`src/hdl/bce_cfg.svh`:
```
// Address map, field positions and reset values of the condition evaluator.
`ifndef BCE_CFG_SVH
`define BCE_CFG_SVH

// ============================================================
// Register byte offsets on the APB bus.
`define BCE_OFF_FLAGS     12'h0fc
`define BCE_OFF_QUERY     12'h0f8
`define BCE_OFF_STATUS    12'h0f4

// ============================================================
// Reset values and the counter's saturation limit.
`define BCE_FLAGS_RESET   8'h00
`define BCE_RDATA_RESET   32'h0000_0000
`define BCE_QUERY_RESET   4'h0
`define BCE_COUNT_RESET   16'h0000
`define BCE_COUNT_MAX     16'hffff

// ============================================================
// Field positions inside the registers.
`define BCE_FLAGS_MSB     7
`define BCE_QUERY_MSB     3
`define BCE_ST_QUERY_BIT  0
`define BCE_ST_CORE_BIT   1
`define BCE_ST_CNT_LSB    16
`define BCE_ST_CNT_MSB    31
`define BCE_STRB_LANE0    0

`endif

```
`src/hdl/bce_pkg.sv`:
```
// Types shared by the condition evaluator files.
package bce_pkg;

    // ============================================================
    // Flag register layout, most significant bit first.
    typedef struct packed {
        logic carry;
        logic zero;
        logic sign;
        logic overflow;
        logic decimal_adj;
        logic half_carry;
        logic [1:0] spare;
    } bce_flags_type;

    // A flag update from the arithmetic unit of the core.
    typedef struct packed {
        logic          valid;
        bce_flags_type flags;
    } bce_flag_upd_type;

    // The sixteen condition codes.
    typedef enum logic [3:0] {
        bce_cc_never             = 4'h0,
        bce_cc_signed_below      = 4'h1,
        bce_cc_signed_at_most    = 4'h2,
        bce_cc_unsigned_at_most  = 4'h3,
        bce_cc_arith_wrap_set    = 4'h4,
        bce_cc_sign_negative     = 4'h5,
        bce_cc_same_value_cond   = 4'h6,
        bce_cc_unsigned_below    = 4'h7,
        bce_cc_always            = 4'h8,
        bce_cc_signed_at_least   = 4'h9,
        bce_cc_signed_above      = 4'ha,
        bce_cc_unsigned_above    = 4'hb,
        bce_cc_arith_wrap_clear  = 4'hc,
        bce_cc_sign_positive     = 4'hd,
        bce_cc_differ_cond       = 4'he,
        bce_cc_unsigned_at_least = 4'hf
    } bce_cc_type;

endpackage

```
`src/hdl/bce_top.sv`:
```
// Condition evaluator with its flag register and an APB register slave.
//
// What this block does
// - Code 1000 is always satisfied and code 0000 never, whatever flags.
// - Code 0111 is true with carry set and code 1111 with carry clear.
// - Code 0110 is true with zero set and code 1110 with zero clear.
// - Codes 1101/0101 test sign clear/set, 0100/1100 overflow set/clear.
// - Code 1001 needs sign XOR overflow at 0, code 0001 needs it at 1.
// - Code 1010 needs zero OR (sign XOR overflow) at 0, code 0010 at 1.
// - Code 1011 needs carry and zero both 0, code 0011 carry OR zero at 1.
// - The flag register at 252 holds six flags; four of them (carry, zero, sign, overflow) feed the evaluation.
`timescale 1ns/100ps
`include "bce_cfg.svh"

module bce_top #(
    parameter int ADDR_W = 12,
    parameter int CNT_W  = 16
) (
    // Clock and reset.
    input  wire logic                      sys_clk_i,
    input  wire logic                      reset_n_i,
    // APB slave.
    input  wire logic                      psel_i,
    input  wire logic                      penable_i,
    input  wire logic                      pwrite_i,
    input  wire logic [ADDR_W-1:0]         paddr_i,
    input  wire logic [31:0]               pwdata_i,
    input  wire logic [3:0]                pstrb_i,
    output logic      [31:0]               prdata_o,
    output logic                           pready_o,
    output logic                           pslverr_o,
    // Core side: flag updates and condition requests.
    input  wire bce_pkg::bce_flag_upd_type core_flag_upd_i,
    input  wire bce_pkg::bce_cc_type       core_cc_i,
    input  wire logic                      core_cc_valid_i,
    output logic                           core_cc_true_o,
    output bce_pkg::bce_flags_type         flags_o
);

    // ============================================================
    // Declarations.
    bce_pkg::bce_flags_type flags;
    bce_pkg::bce_flags_type next_flags;
    bce_pkg::bce_cc_type    query_cc;
    bce_pkg::bce_cc_type    next_query_cc;
    logic [CNT_W-1:0]       taken_count;
    logic [CNT_W-1:0]       next_taken_count;
    logic [31:0]            rd_data;
    logic [31:0]            next_rd_data;
    logic                   rd_err;
    logic                   next_rd_err;
    logic                   query_true;
    logic                   apb_setup;
    logic                   apb_access;
    logic                   wr_flags;
    logic                   wr_query;
    logic                   addr_flags;
    logic                   addr_query;
    logic                   addr_status;
    logic                   addr_hit;

    // ============================================================
    // Evaluators: one for the core, one for software queries.
    bce_cond_eval u_core_eval (
        .flags_i   (flags),
        .cc_i      (core_cc_i),
        .cc_true_o (core_cc_true_o)
    );

    bce_cond_eval u_query_eval (
        .flags_i   (flags),
        .cc_i      (query_cc),
        .cc_true_o (query_true)
    );

    assign flags_o = flags;

    // ============================================================
    // APB address decode.
    always_comb begin
        addr_flags  = 1'b0;
        addr_query  = 1'b0;
        addr_status = 1'b0;
        if (paddr_i == `BCE_OFF_FLAGS) begin
            addr_flags = 1'b1;
        end else if (paddr_i == `BCE_OFF_QUERY) begin
            addr_query = 1'b1;
        end else if (paddr_i == `BCE_OFF_STATUS) begin
            addr_status = 1'b1;
        end
    end

    assign addr_hit   = addr_flags | addr_query | addr_status;
    assign apb_setup  = psel_i && !penable_i;
    assign apb_access = psel_i && penable_i;
    // Zero wait states: every access phase completes at its first edge.
    assign pready_o   = apb_access;
    assign wr_flags   = apb_access && pwrite_i && addr_flags
                        && pstrb_i[`BCE_STRB_LANE0];
    assign wr_query   = apb_access && pwrite_i && addr_query
                        && pstrb_i[`BCE_STRB_LANE0];

    // ============================================================
    // Flag register next value. The core's own update wins over a
    // software write in the same cycle, since the instruction stream
    // must never see a stale result of its own arithmetic.
    always_comb begin
        next_flags = flags;
        if (core_flag_upd_i.valid) begin
            next_flags = core_flag_upd_i.flags;
        end else if (wr_flags) begin
            next_flags = pwdata_i[`BCE_FLAGS_MSB:0];
        end
    end

    always_ff @(posedge sys_clk_i or negedge reset_n_i) begin
        if (!reset_n_i) begin
            flags <= `BCE_FLAGS_RESET;
        end else begin
            flags <= next_flags;
        end
    end

    // ============================================================
    // Query code register, written by software to probe the flags.
    always_comb begin
        next_query_cc = query_cc;
        if (wr_query) begin
            next_query_cc = bce_pkg::bce_cc_type'(pwdata_i[`BCE_QUERY_MSB:0]);
        end
    end

    always_ff @(posedge sys_clk_i or negedge reset_n_i) begin
        if (!reset_n_i) begin
            query_cc <= bce_pkg::bce_cc_type'(`BCE_QUERY_RESET);
        end else begin
            query_cc <= next_query_cc;
        end
    end

    // ============================================================
    // Count of requests that came out true; it saturates rather than
    // wrapping so a long run never reads back as a small number.
    always_comb begin
        next_taken_count = taken_count;
        if (core_cc_valid_i && core_cc_true_o
            && taken_count != `BCE_COUNT_MAX) begin
            next_taken_count = taken_count + 1'b1;
        end
    end

    always_ff @(posedge sys_clk_i or negedge reset_n_i) begin
        if (!reset_n_i) begin
            taken_count <= `BCE_COUNT_RESET;
        end else begin
            taken_count <= next_taken_count;
        end
    end

    // ============================================================
    // Read data and error are captured in the setup cycle so that both
    // leave flip-flops during the access phase.
    always_comb begin
        next_rd_data = rd_data;
        next_rd_err  = rd_err;
        if (apb_setup) begin
            next_rd_data = 32'h0000_0000;
            next_rd_err  = !addr_hit;
            if (addr_flags) begin
                next_rd_data[`BCE_FLAGS_MSB:0] = flags;
            end else if (addr_query) begin
                next_rd_data[`BCE_QUERY_MSB:0] = query_cc;
            end else if (addr_status) begin
                next_rd_data[`BCE_ST_QUERY_BIT] = query_true;
                next_rd_data[`BCE_ST_CORE_BIT]  = core_cc_true_o;
                next_rd_data[`BCE_ST_CNT_MSB:`BCE_ST_CNT_LSB] = taken_count;
            end
        end
    end

    always_ff @(posedge sys_clk_i or negedge reset_n_i) begin
        if (!reset_n_i) begin
            rd_data <= `BCE_RDATA_RESET;
            rd_err  <= 1'b0;
        end else begin
            rd_data <= next_rd_data;
            rd_err  <= next_rd_err;
        end
    end

    assign prdata_o  = (apb_access && !pwrite_i) ? rd_data : 32'h0000_0000;
    assign pslverr_o = apb_access && rd_err;
endmodule

```
`src/hdl/bce_cond_eval.sv`:
```
// Combinational test of one condition code against a set of flags.
`timescale 1ns/100ps

module bce_cond_eval (
    // Operands.
    input  wire bce_pkg::bce_flags_type flags_i,
    input  wire bce_pkg::bce_cc_type    cc_i,
    // Result.
    output logic                        cc_true_o
);

    logic sign_ne_wrap;

    // Signed compares share one term; the zero-or term covers the at-most pair.
    assign sign_ne_wrap = flags_i.sign ^ flags_i.overflow;

    // Pure decode, no state, so the answer follows the flags in the same cycle.
    always_comb begin
        case (cc_i)
            bce_pkg::bce_cc_never:             cc_true_o = 1'b0;
            bce_pkg::bce_cc_always:            cc_true_o = 1'b1;
            bce_pkg::bce_cc_unsigned_below:    cc_true_o = flags_i.carry;
            bce_pkg::bce_cc_unsigned_at_least: cc_true_o = !flags_i.carry;
            bce_pkg::bce_cc_same_value_cond:   cc_true_o = flags_i.zero;
            bce_pkg::bce_cc_differ_cond:       cc_true_o = !flags_i.zero;
            bce_pkg::bce_cc_sign_positive:     cc_true_o = !flags_i.sign;
            bce_pkg::bce_cc_sign_negative:     cc_true_o = flags_i.sign;
            bce_pkg::bce_cc_arith_wrap_set:    cc_true_o = flags_i.overflow;
            bce_pkg::bce_cc_arith_wrap_clear:  cc_true_o = !flags_i.overflow;
            bce_pkg::bce_cc_signed_at_least:   cc_true_o = !sign_ne_wrap;
            bce_pkg::bce_cc_signed_below:      cc_true_o = sign_ne_wrap;
            bce_pkg::bce_cc_signed_above: begin
                cc_true_o = !(flags_i.zero | sign_ne_wrap);
            end
            bce_pkg::bce_cc_signed_at_most: begin
                cc_true_o = flags_i.zero | sign_ne_wrap;
            end
            bce_pkg::bce_cc_unsigned_above: begin
                cc_true_o = !flags_i.carry && !flags_i.zero;
            end
            bce_pkg::bce_cc_unsigned_at_most: begin
                cc_true_o = flags_i.carry | flags_i.zero;
            end
            default:                           cc_true_o = 1'b0;
        endcase
    end

endmodule

```
`config.mk`:
```
export PLATFORM = sky130hd
export DESIGN_NAME = bce_top
export DESIGN_NICKNAME = d
export VERILOG_FILES = /design/src/hdl/bce_pkg.sv /design/src/hdl/bce_top.sv /design/src/hdl/bce_cond_eval.sv
export VERILOG_INCLUDE_DIRS = /design/src /design/src/hdl
export SDC_FILE = /design/constraint.sdc
export NUM_CORES = 1
export LEC_CHECK = 0
export BUFFER_PORTS_ARGS = -buffer_cell sky130_fd_sc_hd__clkbuf_2
export CAP_MARGIN = 10
export CORE_UTILIZATION = 49
export DETAILED_ROUTE_END_ITERATION = 16
export PLACE_DENSITY_LB_ADDON = 0.15
export SYNTH_ARGS = -nofsm -noshare
export SYNTH_HDL_FRONTEND = slang
export SYNTH_SLANG_ARGS = --single-unit
```
`constraint.sdc`:
```
create_clock -name sys_clk_i -period 5 [get_ports sys_clk_i]
set_input_delay 0.5 -clock sys_clk_i [delete_from_list [all_inputs] [get_ports sys_clk_i]]
set_output_delay 0.5 -clock sys_clk_i [all_outputs]
set_load 0.05 [all_outputs]
```
==> results of run 1 <==
## placed cells by master, fill, tap and decap left out, drive strengths merged, types with 2 or more instances in the layout
cell type and n:
xor2 14, or4 2, nand2 21, nor4 3, mux4 2, nor2 15
a21oi 2, a32o 4, conb 8, and2 24, nor3b 2, nand4 7
o31ai 3, nor2b 2, nor3 7, and3 4, mux2 5, nand3 9
inv 3, xnor2 7, o21ai 12, clkbuf 81, buf 2, a22o 17
o21a 2, dfrtp 53, mux2i 12
## state kept, by name, indices dropped and copies added (netlist names)
| name | count |
|---|---|
| flags_o | 8 |
| query_cc | 4 |
| rd_data | 24 |
| rd_err | 1 |
| taken_count | 16 |
## critical path, cell delays in order, from the launching register on
cell and delay (ns):
sky130_fd_sc_hd__dfrtp_1 0.49, sky130_fd_sc_hd__mux4_2 0.50, sky130_fd_sc_hd__xnor2_1 0.17, sky130_fd_sc_hd__a22o_1 0.54, sky130_fd_sc_hd__inv_1 0.13, sky130_fd_sc_hd__clkbuf_2 0.26
## cell families (layout without fill, tap and decap cells)
family,count (synthesis),after routing
AOI/OAI and AO/OA,46,46
xor gates and xnor gates,21,21
adders and majority gates,1,1
buffers and inverters,25,87
DFF,53,53
muxes,19,19
other,1,8
and+or+nand+nor,100,100
## metal layers
layer  vias up  global-route usage, %  wire length, um  share of wire [%]
li1       1074                      -                -                  -
met1      1032                  30.53             2821                 48
met2        70                  31.15             2616                 45
met3         5                  3.647              323                5.5
met4         0                  5.660               61                1.0
met5         -                      0                0                  0
## worst paths after layout
check / start / end
worst max-delay path: flags_o[6]$_DFFE_PN0P_ / core_cc_true_o
worst min-delay path: reset_n_i / flags_o[1]$_DFFE_PN0P_
worst max register to register: flags_o[6]$_DFFE_PN0P_ / taken_count[1]$_DFFE_PN0P_
worst min register to register: rd_data[3]$_DFFE_PN0P_ / rd_data[3]$_DFFE_PN0P_
max in group asynchronous: reset_n_i / rd_data[28]$_DFFE_PN0P_
min in group sys_clk_i: core_flag_upd_i[7] / flags_o[7]$_DFFE_PN0P_
## area by class of cell
type                            instances  area, um^2
Clock buffer                            7       86.33
Timing Repair Buffer                   76       385.4
Inverter                                3       11.26
Sequential cell                        53        1326
Tap cell                               72       90.09
Multi-Input combinational cell        195        1373
Fill cell                             485        2205
Clock inverter                          1       30.03
## stage by stage
| step | utilization (%) | setup WS [ns] |
|---|---|---|
| 6_report | 59.96 | 2.094 |
| 5_1_grt | 59.96 | 1.946 |
| 4_1_cts | 59.96 | 2.071 |
| 3_5_place_dp | 57.85 | 2.144 |
| 3_3_place_gp | 57.85 | 2.247 |
| 2_1_floorplan | - | 2.444 |
## power groups by stage
stage	Combinational (mW)	Clock [mW]	Sequential, mW
6_report	0.168	0.301	0.498
5_1_grt	0.183	0.322	0.504
4_1_cts	0.170	0.307	0.498
3_5_place_dp	0.170	0	0.507
3_3_place_gp	0.166	0	0.505
2_1_floorplan	0.107	0	0.516
==> out/results.tsv, run 1 <==
stage	metric	value	unit
status	outcome	complete, no violations	
synthesis	synthXorXnorAreaFrac	6.554	%
cts	post_cts_hold_buffer_count	0	
power	total_leakage_power	1.645	nW
setup_path	critPathMaxFanout	16	
setup_path	critical_path_class	flip-flop to output port	
power	sw_frac_of_total	29.55	%
sta	skew	0.005508	ns
cts	clock-root-buffer	sky130_fd_sc_hd__clkbuf_8	
layout	syn_to_final_growth	17.66	%
sta	final.period_utilization	58.13	%
synthesis	post_synthesis_share_of_cell_area_spent_on_full_adders_half_adders_and_majority_gates	0.4458	%
placed_design	place_hpwl	4.099	mm
synthesis	ys_top_cells_by_count	53 x sky130_fd_sc_hd__dfrtp_1, 24 x sky130_fd_sc_hd__and2_1, 20 x sky130_fd_sc_hd__nand2_1	
power	p_per_area	292.7	nW/um^2
cts	cts.clk_slew.worst_paths	0.09	ns
sta	final-setup-viol-count	0	
layout	layout.cell_area.non_filler	3302	um^2
placed_design	placed_area	3186	um^2
power	cellInternalPower	680.9	uW
grt	grt_pass1_vias	1986	
sta	timing.slew.headroom	17.78	%
synthesis	cell_with_the_most_instances_after_synthesis	sky130_fd_sc_hd__dfrtp_1	
drt	post_detailed_route_count_of_antenna_violating_nets	0	
synthesis	synth.distinct_cells	46	
floorplanning	placementRows	27	
floorplanning	core-area	5507	um^2
synthesis	synth.top_cell.area_share	47.26	%
synthesis	async_reset_ff_share	100.0	%
power	p_clk_share	31.1	%
synthesis	synth_compound_gate_area_share	12.44	%
synthesis	synth-edff-count	0	
placed_design	port_buffers	74	
cts	post-cts-setup-buffer-count	0	
power	switching_power	285.6	uW
drt	routed-via-count	2181	
synthesis	yosysWarnings	0	
synthesis	ys_ff_latch	53	
synthesis	synthMuxAreaShare	8.426	%
drt	detailedRoute.firstIterationViolations	104	
floorplanning	floorplan.die_area	6034	um^2
sta	max_slew.worst_pin.slew	1.227	ns
sta	finalWorstPathRequiredPeriod	2.906	ns
power	power.total	966.5	uW
cts	clock_latency	0.30	ns
cts	cts_buffers	5	
setup_path	crit_arrival	2.41	ns
placed_design	place.gp.congestion	0.7724	
setup_path	reg_to_reg_slack_setup	2.55	ns
synthesis	synth.largest_area_cell	sky130_fd_sc_hd__dfrtp_1	
cts	h-tree-depth	2	
floorplanning	floorplan.die.height	77.68	um
setup_path	timing.critical_path.required	4.50	ns
sta	final_layout_worst_hold_slack	0.3042	ns
cts	tritoncts	done	
synthesis	synth_simple_gate_area_share	19.97	%
grt	globalRouteOverflowTotal	0	
cts	cts.repair.resized	0	
floorplanning	chipWidth	77.68	um
power	p_seq_share	51.5	%
synthesis	synth_seq_area_share	47.26	%
placed_design	place.detailed.instances	399	
worst_hold_path	min-delay-path-class	primary input to asynchronous set/reset pin	
grt	first_pass_grt_wire_length	9.770	mm
setup_path	worstRegToRegCells	6	
sta	finalMaxSlewViolations	0	
setup_path	setup.worst_path.start_class	flip-flop	
drt	route.detailed.wl_per_inst	14.31	um
cts	clockBufferDepth	2	
synthesis	syn-instance-count	266	
drt	routed_via_density	5.359	
floorplanning	design.portCount	110	
floorplanning	start_util	50.97	%
layout	nNetsFinal	402	
grt	grt_max_degree	54	
run	timing.max_cap.violations	0	
grt	initial_antenna_violation_count	0	
layout	finish.cell_count_without_fillers	407	
synthesis	netlist_area	2806	um^2
sta	grt_setup_unrepaired	no	
layout	diodes	0	
sta	timing.fmax	344.1	MHz
drt	drt-total-wl	5.823	mm
sta	fin_setup_tns	0	ns
cts	tritoncts_num_sinks	53	
layout	proportion_of_layout_cells_with_a_drive_suffix_above_1	29.25	%
synthesis	yosys-top-cells-area	sky130_fd_sc_hd__dfrtp_1 47%, sky130_fd_sc_hd__and2_1 5.3%, sky130_fd_sc_hd__a22o_1 5.3%	
synthesis	combinational_family_with_the_most_area_after_synthesis	simple AND/OR/NAND/NOR gates	
power	max_ir_drop_vdd	0.1487	mV
synthesis	synthesis.area_per_instance	10.55	um^2
drt	detailedRoute.firstPassIterationCount	5	
grt	groute.usage.overall	20.65	%
drt	post-route-drc-count	0	
power	comb_power_share	17.4	%
setup_path	timing.critical_path.to_type	output port	
sta	hold_viol_final	0	
synthesis	ys.flop_type	sky130_fd_sc_hd__dfrtp_1	
(Power assumes the default switching activity.)
==> run 2, diff against run 1 <==
ABC_AREA = 1   (was not set)
CORE_UTILIZATION = 46   (was 49)
clock period = 2.59 ns   (was 5 ns; I/O delays follow)
==> out/results.tsv, run 2 <==
stage	metric	value	unit
grt	first_pass_grt_wire_length	12.99	mm
worst_hold_path	min-delay-path-class	primary input to flip-flop	
layout	proportion_of_layout_cells_with_a_drive_suffix_above_1	20.65	%
grt	grt_max_degree	50	
setup_path	most_repeated_library_cell_on_the_critical_path	sky130_fd_sc_hd__nand2_1	
setup_path	setup.worst_path.start_class	flip-flop	
synthesis	yosysWarnings	0	
cts	clock_latency	0.30	ns
floorplanning	floorplan.die_area	7704	um^2
setup_path	timing.critical_path.to_type	output port	
grt	initial_antenna_violation_count	0	
layout	diodes	0	
grt	grt_pass1_vias	2984	
sta	final.period_utilization	88.15	%
power	total_leakage_power	1.998	nW
setup_path	critPathMaxFanout	15	
layout	max_flop_register	rd_data	
drt	routed-via-count	3166	
cts	cts_buffers	5	
grt	globalRouteOverflowTotal	0	
status	outcome	complete, no violations	
drt	routed_via_density	4.886	
synthesis	synth-edff-count	0	
grt	groute.usage.overall	21.22	%
run	timing.max_cap.violations	0	
synthesis	syn-instance-count	486	
layout	largest_register_ffs	24	
sta	finalWorstPathRequiredPeriod	2.283	ns
setup_path	max_stage_delay	0.51	ns
setup_path	path_cells	inv_2 -> nand2_1 -> nand3_1 -> nand2_1 -> nand2_1 -> nor2_2 -> nand3_2 -> clkbuf_2	
layout	most_used_cells_in_the_layout_excluding_fill_and_tap_cells	120 x sky130_fd_sc_hd__nand2_1, 74 x sky130_fd_sc_hd__clkbuf_2, 66 x sky130_fd_sc_hd__inv_1	
setup_path	critical_path_class	flip-flop to output port	
cts	cts.clk_slew.worst_paths	0.09	ns
sta	skew	0.01046	ns
placed_design	place.detailed.instances	639	
placed_design	place.gp.congestion	0.9358	
synthesis	ys.flop_type	sky130_fd_sc_hd__dfrtp_1	
synthesis	cell_with_the_most_instances_after_synthesis	sky130_fd_sc_hd__nand2_1	
synthesis	ys_ff_latch	53	
layout	fillers	708	
drt	route.detailed.wl_per_inst	11.67	um
sta	grt_setup_unrepaired	no	
setup_path	cpMaxStageDelayCell	sky130_fd_sc_hd__dfrtp_1	
cts	clock-root-buffer	sky130_fd_sc_hd__clkbuf_8	
sta	fin_setup_tns	0	ns
setup_path	timing.critical_path.required	2.33	ns
drt	detailedRoute.firstPassIterationCount	5	
power	max_ir_drop_vdd	0.2436	mV
synthesis	synth.top_cell.area_share	39.19	%
synthesis	ys_top_cells_by_count	120 x sky130_fd_sc_hd__nand2_1, 66 x sky130_fd_sc_hd__inv_1, 58 x sky130_fd_sc_hd__nor2_1	
layout	layout.cell_area.non_filler	3882	um^2
sta	final_layout_worst_hold_slack	0.2477	ns
placed_design	place_hpwl	5.607	mm
synthesis	async_reset_ff_share	100.0	%
power	p_per_area	504.2	nW/um^2
drt	post-route-drc-count	0	
layout	syn_to_final_growth	14.71	%
synthesis	synthesis.area_per_instance	6.964	um^2
placed_design	port_buffers	74	
floorplanning	chipWidth	87.78	um
placed_design	placed_area	3756	um^2
drt	detailedRoute.firstIterationViolations	175	
drt	drt-total-wl	7.562	mm
cts	tritoncts	done	
synthesis	synth.distinct_cells	31	
synthesis	synth.largest_area_cell	sky130_fd_sc_hd__dfrtp_1	
sta	hold_viol_final	0	
synthesis	netlist_area	3384	um^2
drt	post_detailed_route_count_of_antenna_violating_nets	0	
floorplanning	design.portCount	110	
setup_path	crit_arrival	2.02	ns
cts	tritoncts_num_sinks	53	
layout	finish.cell_count_without_fillers	648	
floorplanning	core-area	6944	um^2
floorplanning	placementRows	30	
cts	clockBufferDepth	2	
layout	nNetsFinal	619	
sta	finalMaxSlewViolations	0	
cts	h-tree-depth	2	
sta	final-setup-viol-count	0	
sta	timing.fmax	438.0	MHz
floorplanning	floorplan.die.height	87.78	um
synthesis	yosys-top-cells-area	sky130_fd_sc_hd__dfrtp_1 39%, sky130_fd_sc_hd__nand2_1 13%, sky130_fd_sc_hd__nand3_1 7.5%	
layout	final_common_cell	sky130_fd_sc_hd__nand2_1	
floorplanning	start_util	48.74	%
synthesis	synth_seq_area_share	39.19	%
-- run 2: cell types whose count changed in the layout (fill, tap and decap cells not counted), moves of 12 or more --
| cell | change |
|---|---|
| sky130_fd_sc_hd__a22o_1 | -17 |
| sky130_fd_sc_hd__and2_1 | -22 |
| sky130_fd_sc_hd__inv_1 | +63 |
| sky130_fd_sc_hd__mux2i_1 | -12 |
| sky130_fd_sc_hd__nand2_1 | +100 |
| sky130_fd_sc_hd__nand3_1 | +42 |
| sky130_fd_sc_hd__nor2_1 | +43 |
| sky130_fd_sc_hd__o21ai_0 | +26 |
-- run 2: area by class of cell --
class,count,area (um^2),share of cell area [%]
sequential,53,1326,34.16
inverter,71,266.5,6.864
tap,96,120.1,3.094
timing repair buffer,78,402.9,10.38
clock buffer,7,86.33,2.224
clock inverter,1,30.03,0.7734
multi-input combinational,342,1650,42.51
-- run 2: timing repair --
item	CTS	global route
hold endpoints to repair	53	0
buffers inserted	0	0
gates resized for setup	0	0
hold buffers	1	0
-- run 2: path summary, 6_finish.rpt --
path	start	endpoint	slack [ns]	cells past startpoint
hold / removal	core_flag_upd_i[0]	flags_o[0]$_DFFE_PN0P_	0.25	3
min in group asynchronous	reset_n_i	rd_data[31]$_DFFE_PN0P_	0.48	3
setup / recovery	flags_o[4]$_DFFE_PN0P_	core_cc_true_o	0.31	8
max in group asynchronous	reset_n_i	rd_data[5]$_DFFE_PN0P_	1.79	3
setup reg to reg	flags_o[4]$_DFFE_PN0P_	taken_count[0]$_DFFE_PN0P_	0.60	10
hold reg to reg	rd_data[0]$_DFFE_PN0P_	rd_data[0]$_DFFE_PN0P_	0.49	2
-- run 2: through the flow --
| stage | power, mW | utilization [%] | setup slack, ns |
|---|---|---|---|
| after floorplan | 1.296 | - | 0.7024 |
| after global placement | 1.381 | 54.09 | 0.6651 |
| after detailed placement | 1.392 | 54.09 | 0.6200 |
| after CTS | 1.978 | 55.91 | 0.2927 |
| after global routing | 2.068 | 55.91 | 0.1396 |
| final | 1.958 | 55.91 | 0.3068 |
-- run 2: logic make-up after synthesis --
group	share of synthesized area, %
adders and majority gates	0.3696
and+or+nand+nor	33.01
buffers and inverters	12.90
other	0.1108
DFF	39.19
xor gates and xnor gates	3.623
AOI/OAI and AO/OA	9.464
muxes	1.331
-- run 2: critical path: cells and delay by family, from the launching register on --
family,cells,cell delay [ns]
buffers and inverters,2,0.47
flip-flops,1,0.51
AND/OR/NAND/NOR,6,0.74
-- run 2: per-layer routing --
metal	track usage, %	routed length [um]	vias up
met4	5.812	44	0
met2	38.20	3767	70
li1	-	-	1633
met3	3.110	265	4
met5	0	0	-
met1	26.41	3484	1459
-- run 2: where the power goes --
group          switching (mW)  total, mW  internal, mW
registers              0.0804      0.955         0.875
logic                   0.288      0.419         0.131
clock network           0.268      0.583         0.316
==> run 3, diff against run 2 <==
clock period = 2.1 ns   (was 2.59 ns; I/O delays follow)
==> out/results.tsv, run 3 (synthesis results as in run 2) <==
stage	metric	value	unit
status	outcome	complete, no violations	
sta	finalWorstPathRequiredPeriod	1.966	ns
layout	most_used_cells_in_the_layout_excluding_fill_and_tap_cells	120 x sky130_fd_sc_hd__nand2_1, 73 x sky130_fd_sc_hd__clkbuf_2, 66 x sky130_fd_sc_hd__inv_1	
drt	post-route-drc-count	0	
cts	cts.clk_slew.worst_paths	0.10	ns
cts	tritoncts	done	
grt	global_route.peak_usage_layer	met2	
setup_path	rr_endpoint	taken_count[14]$_DFFE_PN0P_	
setup_path	crit_arrival	1.76	ns
setup_path	critical_path_class	flip-flop to output port	
grt	initial_antenna_violation_count	0	
placed_design	place.detailed.instances	643	
cts	post_cts_hold_buffer_count	0	
cts	clockBufferDepth	2	
grt	gr-usage-met3	4.241	%
cts	clock_latency	0.32	ns
sta	timing.fmax	508.7	MHz
sta	fin_setup_tns	0	ns
grt	groute.usage.overall	21.22	%
setup_path	launch_instance_of_the_worst_register_to_register_path	taken_count[0]$_DFFE_PN0P_	
layout	fillers	694	
layout	final_common_cell	sky130_fd_sc_hd__nand2_1	
drt	routed-via-count	3189	
layout	max_flop_register	rd_data	
drt	post_detailed_route_count_of_antenna_violating_nets	0	
power	max_ir_drop_vdd	0.2579	mV
cts	h-tree-depth	2	
layout	syn_to_final_growth	15.16	%
floorplanning	placementRows	30	
layout	largest_register_ffs	24	
sta	skew	0.01193	ns
layout	finish.cell_count_without_fillers	651	
cts	tritoncts_num_sinks	53	
run	timing.max_cap.violations	0	
placed_design	place_hpwl	5.643	mm
sta	final-setup-viol-count	0	
sta	timing.slew.headroom	55.59	%
grt	grtUsageMet2	35.94	%
layout	proportion_of_layout_cells_with_a_drive_suffix_above_1	22.16	%
setup_path	timing.critical_path.required	1.89	ns
sta	finalMaxSlewViolations	0	
grt	grt_max_degree	54	
layout	nNetsFinal	622	
grt	grt_util_met1	26.91	%
floorplanning	floorplan.die_area	7704	um^2
sta	max_slew.worst_pin.slew	0.6662	ns
sta	final_layout_worst_hold_slack	0.001495	ns
power	power.total	2.337	mW
sta	grt_setup_unrepaired	no	
setup_path	setup.worst_path.start_class	flip-flop	
sta	hold_viol_final	0	
drt	routed_via_density	4.899	
worst_hold_path	min-delay-path-class	primary input to asynchronous set/reset pin	
drt	route.detailed.wl_per_inst	11.66	um
drt	detailedRoute.firstIterationViolations	152	
floorplanning	chipWidth	87.78	um
floorplanning	floorplan.die.height	87.78	um
grt	first_pass_grt_wire_length	12.83	mm
drt	drt-total-wl	7.589	mm
sta	final.period_utilization	93.60	%
setup_path	timing.critical_path.to_type	output port	
setup_path	reg_to_reg_slack_setup	0.31	ns
floorplanning	design.portCount	110	
cts	clock-root-buffer	sky130_fd_sc_hd__clkbuf_8	
grt	globalRouteOverflowTotal	0	
setup_path	critPathMaxFanout	11	
floorplanning	start_util	48.74	%
layout	diodes	0	
placed_design	place.gp.congestion	0.9390	
grt	grt_pass1_vias	2911	
layout	postLayoutCoreUtil	56.13	%
drt	detailedRoute.firstPassIterationCount	4	
setup_path	worstRegToRegCells	9	
power	total_leakage_power	2.005	nW
floorplanning	core-area	6944	um^2
placed_design	port_buffers	74	
power	p_per_area	599.7	nW/um^2
cts	cts_buffers	5	
[run 3: cell types whose count changed in the layout (fill, tap and decap cells not counted), sizes merged]
cell,before,now
clkinv,1,3
buf,3,8
dlygate4sd3,1,0
bufinv,1,0
clkbuf,81,79
[run 3: repair_timing]
action	CTS	global route
endpoints found under the setup margin	1	1
setup buffers	0	0
gates resized for setup	2	5
pin swaps	0	1
[run 3: per-stage QoR]
step | area (um^2) | setup slack (ns)
2_1_floorplan | 3411 | 0.2124
6_report | 3897 | 0.1343
3_3_place_gp | 3786 | 0.2795
3_5_place_dp | 3786 | 0.2212
4_1_cts | 3892 | 0.01950
5_1_grt | 3897 | 0.004517
[run 3: final cells by class]
type | instances | area (um^2) | area share (%)
Tap cell | 96 | 120.1 | 3.082
Clock buffer | 6 | 82.58 | 2.119
Sequential cell | 53 | 1331 | 34.16
Multi-Input combinational cell | 342 | 1658 | 42.54
Inverter | 71 | 266.5 | 6.838
Clock inverter | 2 | 13.76 | 0.3531
Timing Repair Buffer | 81 | 425.4 | 10.91
[run 3: how the worst max path moves through the flow]
stage                            from                     endpoint  slack, ns  cells past startpoint
6_report       flags_o[6]$_DFFE_PN0P_               core_cc_true_o       0.13                      7
3_3_place_gp   flags_o[4]$_DFFE_PN0P_   taken_count[1]$_DFFE_PN0P_       0.28                     10
4_1_cts        flags_o[4]$_DFFE_PN0P_               core_cc_true_o       0.02                      8
3_5_place_dp   flags_o[4]$_DFFE_PN0P_  taken_count[14]$_DFFE_PN0P_       0.22                     10
2_1_floorplan  flags_o[4]$_DFFE_PN0P_  taken_count[10]$_DFFE_PN0P_       0.21                     10
5_1_grt        flags_o[6]$_DFFE_PN0P_               core_cc_true_o      0.005                      7
[run 3: power breakdown]
| part | internal (mW) | switching (mW) |
|---|---|---|
| Clock | 0.268 | 0.360 |
| Combinational | 0.172 | 0.358 |
| Sequential | 1.08 | 0.0986 |
| Total | 1.52 | 0.817 |
[run 3: critical path, cell delays in order, from the launching register on]
cell                      delay (ns)
sky130_fd_sc_hd__dfrtp_2        0.46
sky130_fd_sc_hd__nor2_1         0.17
sky130_fd_sc_hd__nand2_1        0.07
sky130_fd_sc_hd__nand3_1        0.08
sky130_fd_sc_hd__nand2_1        0.07
sky130_fd_sc_hd__nor2_2         0.15
sky130_fd_sc_hd__nand3_4        0.19
sky130_fd_sc_hd__buf_4          0.26
[run 3: metal layers]
metal	vias up	wire length (um)
met1	1450	3465
met3	15	365
met2	86	3627
met4	0	130
met5	-	0
li1	1638	-
